File: src/rtl/uadc_pkg.sv
// package with constants and carrier types for the usb attach and detach control
package uadc_pkg;

    // ****************************************
    // pin map and timing
    // ****************************************
    localparam int PIN_COUNT = 16;
    localparam int PIN_SEL_W = 4;
    localparam logic [3:0] VBUS_PIN_DEFAULT = 4'h2;
    localparam logic [3:0] DETACH_PIN_DEFAULT = 4'h3;
    localparam logic [3:0] WAKE_PIN_DEFAULT = 4'h4;
    localparam logic [3:0] PULLUP_PIN_DEFAULT = 4'h5;
    localparam int SYNC_STAGES = 2;
    localparam int CLOCK_MHZ = 125;
    localparam int FS_RATE_KBPS = 12000;
    localparam int FS_BIT_CYCLES_X12 = CLOCK_MHZ;
    localparam int RECONNECT_US = 1;
    localparam int RECONNECT_CYCLES = (RECONNECT_US * CLOCK_MHZ < 1) ? 1 : RECONNECT_US * CLOCK_MHZ;

    // ****************************************
    // carrier types
    // ****************************************
    typedef struct packed {
        logic hci_build;
        logic self_powered;
        logic bus_powered;
        logic external_pullup;
        logic ready;
        logic wake_request;
        logic [3:0] vbus_pin;
        logic [3:0] detach_pin;
        logic [3:0] wake_pin;
        logic [3:0] pullup_pin;
    } uadc_config_t;

    typedef struct packed {
        logic attached;
        logic detached;
        logic vbus_present;
        logic inband_resume_ok;
        logic power_negotiate;
    } uadc_status_t;

    typedef enum logic [3:0] {
        ST_IDLE = 4'b0001,
        ST_DETACHED = 4'b0010,
        ST_SETTLE = 4'b0100,
        ST_ATTACHED = 4'b1000
    } uadc_state_t;

endpackage

File: src/rtl/uadc_sync.sv
// two-stage synchroniser for one level
`timescale 1ns/100ps
`default_nettype none
module uadc_sync
(
    // clock and reset
    input wire logic clock,
    input wire logic rst,
    // level in and out
    input wire logic d,
    output logic q
);
    logic meta;

    always_ff @(posedge clock or posedge rst)
    begin
        if (rst)
        begin
            meta <= 1'b0;
            q <= 1'b0;
        end
        else
        begin
            meta <= d;
            q <= meta;
        end
    end
endmodule // uadc_sync
`default_nettype wire

File: src/rtl/uadc_control.sv
// usb attach and detach control: pull-up, vbus sense, detach and wake
`timescale 1ns/100ps
`default_nettype none
// Summary of operation
// full-speed function at 12 Mbit/s, driving the cable directly through the transceiver enables
// peripheral only; data lines driven only when attached, never host role
// usb port active only while the hci firmware build is selected
// pull-up enabled only once ready to enumerate
// internal pull-up by default, optional external pull-up on a chosen pin
// self-powered mode watches the vbus sense pin
// self-powered mode keeps pull-up off while vbus is absent
// vbus sense defaults to general purpose pin two
// bus-powered mode flags power negotiation during enumeration
// detach input and wake output map to any general purpose pin
// detach high tri-states both data lines and drops the pull-up
// detach low reconnects the pull-up and awaits enumeration
// wake output driven high only while detach is active
// no in-band resume while disconnected
// settles on full speed with usb 2.0 hosts
// detach and vbus inputs pass a two-stage synchroniser
module uadc_control
#(
    parameter int PINS = uadc_pkg::PIN_COUNT,
    parameter int SETTLE_CYCLES = uadc_pkg::RECONNECT_CYCLES
)
(
    // clock and reset
    input wire logic clock,
    input wire logic rst,
    // configuration from firmware
    input wire uadc_pkg::uadc_config_t cfg,
    // general purpose pins
    input wire logic [PINS-1:0] general_purpose_pin_in,
    output logic [PINS-1:0] general_purpose_pin_out,
    output logic [PINS-1:0] general_purpose_pin_oe_n,
    // usb core side transmit request
    input wire logic core_tx_en,
    input wire logic core_dp,
    input wire logic core_dn,
    // usb data lines
    output logic positive_data_line_out,
    output logic positive_data_line_oe_n,
    output logic negative_data_line_out,
    output logic negative_data_line_oe_n,
    output logic internal_pullup_en,
    // status
    output uadc_pkg::uadc_status_t status
);

    // ****************************************
    // input selection and synchronisers
    // ****************************************
    logic raw_vbus;
    logic raw_detach;
    logic vbus_sync;
    logic detach_sync;

    assign raw_vbus = general_purpose_pin_in[cfg.vbus_pin];
    assign raw_detach = general_purpose_pin_in[cfg.detach_pin];

    uadc_sync u_sync_vbus
    (
        .clock(clock),
        .rst(rst),
        .d(raw_vbus),
        .q(vbus_sync)
    );

    uadc_sync u_sync_detach
    (
        .clock(clock),
        .rst(rst),
        .d(raw_detach),
        .q(detach_sync)
    );

    // ****************************************
    // attach state machine
    // ****************************************
    uadc_pkg::uadc_state_t state;
    uadc_pkg::uadc_state_t next_state;
    logic [15:0] settle_count;
    logic port_enabled;
    logic power_ok;
    logic may_attach;

    assign port_enabled = cfg.hci_build;
    assign power_ok = !cfg.self_powered || vbus_sync;
    assign may_attach = port_enabled && power_ok && cfg.ready;

    always_comb
    begin
        next_state = state;
        case (state)
            uadc_pkg::ST_IDLE:
            begin
                if (port_enabled && detach_sync)
                    next_state = uadc_pkg::ST_DETACHED;
                else if (may_attach)
                    next_state = uadc_pkg::ST_SETTLE;
            end
            uadc_pkg::ST_DETACHED:
            begin
                if (!port_enabled)
                    next_state = uadc_pkg::ST_IDLE;
                else if (!detach_sync)
                    next_state = uadc_pkg::ST_SETTLE;
            end
            uadc_pkg::ST_SETTLE:
            begin
                if (!port_enabled || !may_attach)
                    next_state = uadc_pkg::ST_IDLE;
                else if (detach_sync)
                    next_state = uadc_pkg::ST_DETACHED;
                else if (settle_count == 16'h0000)
                    next_state = uadc_pkg::ST_ATTACHED;
            end
            uadc_pkg::ST_ATTACHED:
            begin
                if (detach_sync && port_enabled)
                    next_state = uadc_pkg::ST_DETACHED;
                else if (!may_attach)
                    next_state = uadc_pkg::ST_IDLE;
            end
            default:
                next_state = uadc_pkg::ST_IDLE;
        endcase
    end

    always_ff @(posedge clock or posedge rst)
    begin
        if (rst)
            state <= uadc_pkg::ST_IDLE;
        else
            state <= next_state;
    end

    // settle delay before pull-up after reconnect
    always_ff @(posedge clock or posedge rst)
    begin
        if (rst)
            settle_count <= 16'h0000;
        else if (next_state == uadc_pkg::ST_SETTLE && state != uadc_pkg::ST_SETTLE)
            settle_count <= 16'(SETTLE_CYCLES - 1);
        else if (settle_count != 16'h0000)
            settle_count <= settle_count - 16'h0001;
    end

    // ****************************************
    // data lines and pull-up
    // ****************************************
    logic attached_next;
    logic drive_next;

    assign attached_next = (next_state == uadc_pkg::ST_ATTACHED);
    assign drive_next = attached_next && core_tx_en;

    always_ff @(posedge clock or posedge rst)
    begin
        if (rst)
        begin
            positive_data_line_out <= 1'b0;
            negative_data_line_out <= 1'b0;
            positive_data_line_oe_n <= 1'b1;
            negative_data_line_oe_n <= 1'b1;
        end
        else
        begin
            positive_data_line_out <= drive_next & core_dp;
            negative_data_line_out <= drive_next & core_dn;
            positive_data_line_oe_n <= !drive_next;
            negative_data_line_oe_n <= !drive_next;
        end
    end

    always_ff @(posedge clock or posedge rst)
    begin
        if (rst)
            internal_pullup_en <= 1'b0;
        else
            internal_pullup_en <= attached_next && !cfg.external_pullup;
    end

    // ****************************************
    // general purpose pin outputs
    // ****************************************
    logic wake_next;

    assign wake_next = (next_state == uadc_pkg::ST_DETACHED) && cfg.wake_request;

    always_ff @(posedge clock or posedge rst)
    begin
        if (rst)
        begin
            general_purpose_pin_out <= '0;
            general_purpose_pin_oe_n <= '1;
        end
        else
        begin
            for (int i = 0; i < PINS; i++)
            begin
                general_purpose_pin_out[i] <= 1'b0;
                general_purpose_pin_oe_n[i] <= 1'b1;
                if (port_enabled && i == int'(cfg.wake_pin))
                begin
                    general_purpose_pin_out[i] <= wake_next;
                    general_purpose_pin_oe_n[i] <= 1'b0;
                end
                if (port_enabled && cfg.external_pullup && i == int'(cfg.pullup_pin))
                begin
                    general_purpose_pin_out[i] <= attached_next;
                    general_purpose_pin_oe_n[i] <= 1'b0;
                end
            end
        end
    end

    // ****************************************
    // status
    // ****************************************
    always_ff @(posedge clock or posedge rst)
    begin
        if (rst)
            status <= '0;
        else
        begin
            status.attached <= attached_next;
            status.detached <= (next_state == uadc_pkg::ST_DETACHED);
            status.vbus_present <= vbus_sync;
            status.inband_resume_ok <= attached_next;
            status.power_negotiate <= attached_next && cfg.bus_powered && !cfg.self_powered;
        end
    end

    // reconnect: settle count, then pull-up back unless attach is withdrawn
    localparam int RECONNECT_LIMIT = SETTLE_CYCLES + 2;
endmodule // uadc_control
`default_nettype wire

File: config.mk
export PLATFORM = sky130hd
export DESIGN_NAME = uadc_control
export DESIGN_NICKNAME = d
export VERILOG_FILES = /design/src/rtl/uadc_pkg.sv /design/src/rtl/uadc_sync.sv /design/src/rtl/uadc_control.sv
export SDC_FILE = /design/constraint.sdc
export NUM_CORES = 1
export LEC_CHECK = 0
export ABC_AREA = 1
export BUFFER_PORTS_ARGS = -buffer_cell sky130_fd_sc_hd__buf_4
export CAP_MARGIN = 5
export CORE_UTILIZATION = 54
export DETAILED_ROUTE_END_ITERATION = 10
export PLACE_DENSITY = 0.81
export SLEW_MARGIN = 20
export SYNTH_ARGS = -nofsm -noshare
export SYNTH_HDL_FRONTEND = slang
export SYNTH_SLANG_ARGS = --single-unit
File: constraint.sdc
create_clock -name clock -period 2 [get_ports clock]
set_input_delay 0.1 -clock clock [delete_from_list [all_inputs] [get_ports clock]]
set_output_delay 0.1 -clock clock [all_outputs]
set_load 0.03 [all_outputs]
==> results of run 1 <==
through the flow:
stage | utilization, % | total power [mW] | cell area, um2 | instances
2_1_floorplan | - | 2.070 | 3456 | 464
3_5_place_dp | 68.44 | 2.315 | 4148 | 614
5_1_grt | 72.69 | 3.481 | 4405 | 638
6_report | 72.69 | 3.284 | 4405 | 638
3_3_place_gp | 68.44 | 2.285 | 4148 | 614
4_1_cts | 72.61 | 3.293 | 4400 | 638
worst min-delay path, delay by kind of cell:
| family | cells | cell delay (ns) |
|---|---|---|
| AOI/OAI and AO/OA | 1 | 0.08 |
| and+or+nand+nor | 1 | 0.07 |
| buffers and inverters | 1 | 0.08 |
cell families (layout without fill, tap and decap cells):
family / Yosys count / count (layout) / synth area share [%]
AO/OA/AOI/OAI: 47 / 47 / 7.712
XOR/XNOR: 13 / 13 / 3.295
adder cells (fa/ha/maj): 2 / 2 / 0.7240
buffers and inverters: 90 / 189 / 10.68
flip-flops: 64 / 64 / 46.99
AND/OR/NAND/NOR: 248 / 248 / 30.59
sequential cells by signal, summed over array words and instances (netlist names), 4 cells and up:
register and count:
general_purpose_pin_oe_n 16, general_purpose_pin_out 16, status 4, settle_count 16
state 4
routing by layer:
layer  GRT usage [%]  wire (um)  vias up
li1                -          -     1635
met3           4.222        608       16
met4           12.46        178        0
met1           35.49       3479     1550
met5               0          0        -
met2           44.13       3871      145
worst min-delay path by stage:
stage	startpoint	endpoint	slack (ns)	depth (start not counted)
2_1_floorplan	cfg[18]	internal_pullup_en$_DFF_PP0_	0.17	1
3_3_place_gp	rst	settle_count[14]$_DFFE_PP0P_	0.20	3
3_5_place_dp	rst	positive_data_line_out$_DFF_PP0_	0.20	3
4_1_cts	cfg[15]	u_sync_vbus.meta$_DFF_PP0_	0.006	3
5_1_grt	cfg[15]	u_sync_vbus.meta$_DFF_PP0_	0.04	3
6_report	cfg[15]	u_sync_vbus.meta$_DFF_PP0_	0.02	3
cell type report:
cell class | count | area [um2] | area share [%]
Tap cell | 75 | 93.84 | 2.130
Clock inverter | 7 | 48.80 | 1.108
Inverter | 76 | 286.5 | 6.504
Sequential cell | 64 | 1624 | 36.86
Multi-Input combinational cell | 310 | 1468 | 33.31
Clock buffer | 9 | 123.9 | 2.812
Timing Repair Buffer | 97 | 760.7 | 17.27
power by group:
group          switching (mW)  internal, mW
clock                   0.514         0.448
sequential              0.110          1.42
combinational           0.473         0.314
total                    1.10          2.19
placed cells by master, fill, tap and decap left out:
cell,count
a21oi_1,11
a31oi_1,2
buf_12,1
buf_4,88
clkbuf_8,9
clkinv_2,4
clkinv_4,3
clkinvlp_4,1
dfrtp_1,46
dfstp_2,18
dlygate4sd3_1,8
ha_1,2
inv_1,73
inv_2,2
nand2_1,96
nand2_2,3
nand2_4,1
nand3_1,45
nand3b_1,1
nand4_1,7
nor2_1,77
nor2_2,2
nor2_4,1
nor3_1,12
nor3_2,1
o211ai_1,10
o21ai_0,23
o21ai_2,1
or2_2,2
xnor2_1,7
xor2_1,6
repair_timing:
| action | in CTS | in global routing |
|---|---|---|
| resized for setup | 0 | 1 |
| hold buffers | 8 | 0 |
| endpoints found under the setup margin | 0 | 1 |
| hold endpoints to repair | 52 | 0 |
==> results.py, run 1 <==
metrics = {
    "status": {
        "status": "complete, no violations",
    },
    "critical_path": {
        "cp-endpoint": "negative_data_line_out$_DFF_PP0_",
        "cp_slowest_stage_delay_ns": 0.39,
        "criticalPathCategory": "flip-flop to flip-flop",
        "critPathTopFamily": "simple AND/OR/NAND/NOR gates",
        "worst_path_most_repeated_cell": "nand2_1",
        "crit_slowest_cell": "dfrtp_1",
        "startpoint": "settle_count[0]$_DFFE_PP0P_",
        "rrSetupSlack_ns": 0.26,
        "rr_endpoint": "negative_data_line_out$_DFF_PP0_",
        "timing.rr.start": "settle_count[0]$_DFFE_PP0P_",
        "cp-start-kind": "flip-flop",
        "cp_num_cells": 10,
        "arrival_ns": 1.98,
        "cp_num_buf_inv": 2,
        "critPathRequiredTime_ns": 2.23,
        "end_kind": "flip-flop",
        "cp_max_fo": 18,
        "crit_chain": "inv_1, ha_1, nand2_1, nor2_1, nand2_2, nand2_1, nand2_2, clkinv_2, nand2_1, nor2_1",
        "reg2reg_depth": 10,
    },
    "sta": {
        "setup_viol": 0,
        "final.period_utilization_pct": 87.22,
        "rsz0062_at_grt": "false",
        "fmaxAchievable_mhz": 573.3,
        "hold_violations": 0,
        "fin_ws_ns": 0.2556,
        "slew-limit-headroom_pct": 64.41,
        "whs_ns": 0.02176,
        "finalCriticalPeriod_ns": 1.744,
        "finalClockSkew_ns": 0.01149,
        "tightest_slew_ns": 0.5310,
        "drv_slew": 0,
        "tns_ns": 0,
    },
    "power_and_ir_drop": {
        "powerDensity_nw_per_um2": 745.5,
        "p_leak_nw": 2.340,
        "ir_drop_v": 0.0004783,
    },
    "cts": {
        "cts_tree": "built",
        "cts_setup_buffers": 0,
        "path_clk_slew_ns": 0.07,
        "clockBufferDepth": 2,
        "root_buffer": "clkbuf_8",
        "clkLatencyLatePin_ns": 0.35,
        "numClockSinks": 64,
        "htree_levels": 3,
        "cts_buffers": 9,
    },
    "placement": {
        "dp_slack_ns": 0.2497,
        "routabilityCongestion": 0.9069,
        "hpwl_um": 6014,
        "port_buffers": 84,
    },
    "route": {
        "wirelength_um": 8138,
        "wl_per_cell_um": 12.76,
        "dr_total_vias": 3346,
        "drt-initial-drc-count": 376,
        "ant_nets": 0,
        "dr.pass1.iters": 5,
        "routed_via_density": 5.245,
        "drc": 0,
    },
    "grt": {
        "grt_pass1_vias": 3110,
        "overflow": 0,
        "grt_usage_pct": 27.15,
        "grt_antenna_before_repair": 0,
        "grt_pass1_wl_um": 13600,
        "grt_max_degree": 65,
    },
    "die": {
        "row_count": 28,
        "io_pins": 85,
        "core_area_um2": 6061,
        "die_w_um": 82.00,
        "die_y_um": 82.00,
        "dieArea_um2": 6723,
        "start_util_pct": 57.02,
    },
    "final_layout": {
        "drive_above_1_share_pct": 24.33,
        "syn_to_final_growth_pct": 27.48,
        "nFillCells": 495,
        "nNetsFinal": 603,
        "diodes": 0,
    },
    "hold_path": {
        "hp-class": "input pin to flip-flop",
    },
    "synthesis": {
        "synth_seq_cells": 64,
        "yosys_warnings": 0,
        "synth_most_common_cell": "nand2_1",
        "yosys.area.top_type": "dfrtp_1",
        "synthesis.nets": 509,
        "ys_seq_area_share_pct": 46.99,
        "synthTopCellsByArea": "dfrtp_1 (33%), dfstp_2 (14%), nand2_1 (10%), nor2_1 (8.4%), inv_1 (8.0%)",
        "synth_edf_count": 0,
        "synth-async-reset-ratio_pct": 100.0,
        "syn_avg_cell_area_um2": 7.448,
        "synth_top_area_share_pct": 33.31,
        "synthCells": 464,
        "ys_types": 30,
        "synth.cell_area_um2": 3456,
        "synth_common_cells": "nand2_1 (96), nor2_1 (77), inv_1 (74), dfrtp_1 (46), nand3_1 (45)",
        "synth_ff_type": "dfrtp_1",
    },
    "flow_run": {
        "max_cap_violations": 0,
    },
}
No activity file was read; power rests on OpenSTA's default activity.
==> run 2, diff against run 1 <==
==> constraint.sdc (replaced) <==
create_clock -name clock -period 1.8 [get_ports clock]
set_input_delay 0.09 -clock clock [delete_from_list [all_inputs] [get_ports clock]]
set_output_delay 0.09 -clock clock [all_outputs]
set_load 0.03 [all_outputs]
==> run 2 against run 1 <==
Die area is the same. Sequential power increased by 12%. Maximum frequency up 2.2%. Global-route usage fell by 0.26 points. Sequential share of layout area down 0.85 points. Clock power grew 42%. Final cell count is 0.94% higher. Flip-flop and latch count is the same. Cell area grew 2.4%. Worst hold slack got worse by 0.016 ns. Largest cell class unchanged. Largest power group unchanged.
==> results.py, run 2 (synthesis results as in run 1) <==
metrics = {
    "power_and_ir_drop": {
        "ir_drop_v": 0.0005699,
        "p_leak_nw": 2.388,
        "powerDensity_nw_per_um2": 886.3,
    },
    "flow_run": {
        "max_cap_violations": 0,
    },
    "die": {
        "start_util_pct": 57.02,
        "dieArea_um2": 6723,
        "io_pins": 85,
        "die_w_um": 82.00,
        "die_y_um": 82.00,
        "core_area_um2": 6061,
        "row_count": 28,
    },
    "critical_path": {
        "criticalPathCategory": "flip-flop to flip-flop",
        "critPathTopFamily": "simple AND/OR/NAND/NOR gates",
        "end_kind": "flip-flop",
        "critPathRequiredTime_ns": 2.03,
        "arrival_ns": 1.93,
        "timing.rr.start": "settle_count[0]$_DFFE_PP0P_",
        "crit_chain": "inv_2, ha_1, nand2_1, nor2_2, nand2_2, nand2_1, nand2_1, nand2_2, nand2_2, nand3_1, nand2_1",
        "crit_slowest_cell": "dfrtp_1",
        "cp_num_buf_inv": 1,
        "cp_max_fo": 8,
        "cp_slowest_stage_delay_ns": 0.41,
        "worst_path_most_repeated_cell": "nand2_1",
        "startpoint": "settle_count[0]$_DFFE_PP0P_",
        "cp-start-kind": "flip-flop",
    },
    "route": {
        "dr.pass1.iters": 9,
        "ant_nets": 0,
        "dr_total_vias": 3451,
        "drc": 0,
        "drt-initial-drc-count": 334,
        "wirelength_um": 8680,
        "routed_via_density": 5.359,
        "wl_per_cell_um": 13.48,
    },
    "cts": {
        "cts_buffers": 9,
        "cts_tree": "built",
        "root_buffer": "clkbuf_8",
        "clkLatencyLatePin_ns": 0.34,
        "numClockSinks": 64,
        "htree_levels": 3,
        "clockBufferDepth": 2,
        "path_clk_slew_ns": 0.07,
    },
    "sta": {
        "tns_ns": 0,
        "finalCriticalPeriod_ns": 1.707,
        "final.period_utilization_pct": 94.85,
        "drv_slew": 0,
        "fmaxAchievable_mhz": 585.7,
        "finalClockSkew_ns": 0.008239,
        "slew-limit-headroom_pct": 66.05,
        "setup_viol": 0,
        "whs_ns": 0.006225,
        "rsz0062_at_grt": "true",
        "tightest_slew_ns": 0.5085,
        "hold_violations": 0,
    },
    "grt": {
        "overflow": 0,
        "grt_pass1_vias": 3043,
        "grt_pass1_wl_um": 13640,
        "grt_antenna_before_repair": 0,
        "grt_usage_pct": 26.89,
        "grt_max_degree": 30,
    },
    "hold_path": {
        "holdCritStartpoint": "cfg[15]",
        "hp-class": "input pin to flip-flop",
    },
    "final_layout": {
        "final_common_cell": "nand2_1",
        "syn_to_final_growth_pct": 30.49,
        "drive_above_1_share_pct": 25.83,
        "diodes": 0,
        "nNetsFinal": 609,
        "fin_cells": 644,
        "top_regs": "general_purpose_pin_oe_n (16), general_purpose_pin_out (16), settle_count (16)",
        "layout_common_cells": "nand2_1 (95), buf_4 (94), nor2_1 (76)",
    },
    "status": {
        "status": "complete, no violations",
    },
    "placement": {
        "routabilityCongestion": 0.9219,
        "port_buffers": 84,
        "hpwl_um": 6367,
        "dp.cells": 618,
    },
}
-- run 2: final cells by class --
class	instances	area, um2
Clock buffer	11	141.4
Clock inverter	5	80.08
Fill cell	454	1551
Inverter	76	290.3
Multi-Input combinational cell	311	1484
Sequential cell	64	1624
Tap cell	75	93.84
Timing Repair Buffer	102	795.8
-- run 2: worst paths after layout --
path,slack [ns],cells after the start,to
hold / removal,0.006,3,u_sync_vbus.meta$_DFF_PP0_
max in group asynchronous,0.81,4,general_purpose_pin_oe_n[10]$_DFF_PP1_
min in group asynchronous,0.34,3,general_purpose_pin_out[0]$_DFF_PP0_
setup reg to reg,0.09,11,general_purpose_pin_out[15]$_DFF_PP0_
setup / recovery,0.09,11,general_purpose_pin_out[15]$_DFF_PP0_
hold reg to reg,0.35,0,u_sync_vbus.q$_DFF_PP0_
-- run 2: where the power goes --
| group | leakage (nW) | switching (mW) | internal (mW) |
|---|---|---|---|
| combinational | 1.49 | 0.552 | 0.370 |
| sequential | 0.795 | 0.126 | 1.58 |
| clock | 0.106 | 0.550 | 0.815 |
| total | 2.39 | 1.23 | 2.77 |
-- run 2: through the flow --
| stage | power, mW | utilization (%) | worst slack [ns] | instance area (um2) |
|---|---|---|---|---|
| floorplan | 2.300 | - | 0.1417 | 3456 |
| global placement | 2.541 | 68.93 | 0.1251 | 4178 |
| detailed placement | 2.579 | 68.93 | 0.03066 | 4178 |
| CTS | 3.950 | 73.74 | 0.007690 | 4469 |
| global route | 4.192 | 74.40 | -0.05727 | 4509 |
| finish | 3.997 | 74.40 | 0.09274 | 4509 |
-- run 2: metal layers --
metal  wire length (um)  vias up  GRT usage (%)  share of wire (%)
met3                742       22          4.333                8.5
met4                174        0          10.00                2.0
met1               3597     1588          36.42                 41
met5                  0        -              0                  0
li1                   -     1656              -                  -
met2               4164      185          43.22                 48
-- run 2: worst reg2reg max path: cells and delay by family, from the launching register on --
kind / cells / cell delay [ns]
adders and majority gates: 1 / 0.16
DFF: 1 / 0.41
buffers and inverters: 1 / 0.09
and+or+nand+nor: 9 / 0.93
-- run 2: timing repair --
item | in CTS | in global routing
endpoints found under the hold margin | 21 | 0
hold buffers | 7 | 0
endpoints found under the setup margin | 0 | 25
buffers inserted | 0 | 2
gates resized for setup | 0 | 7
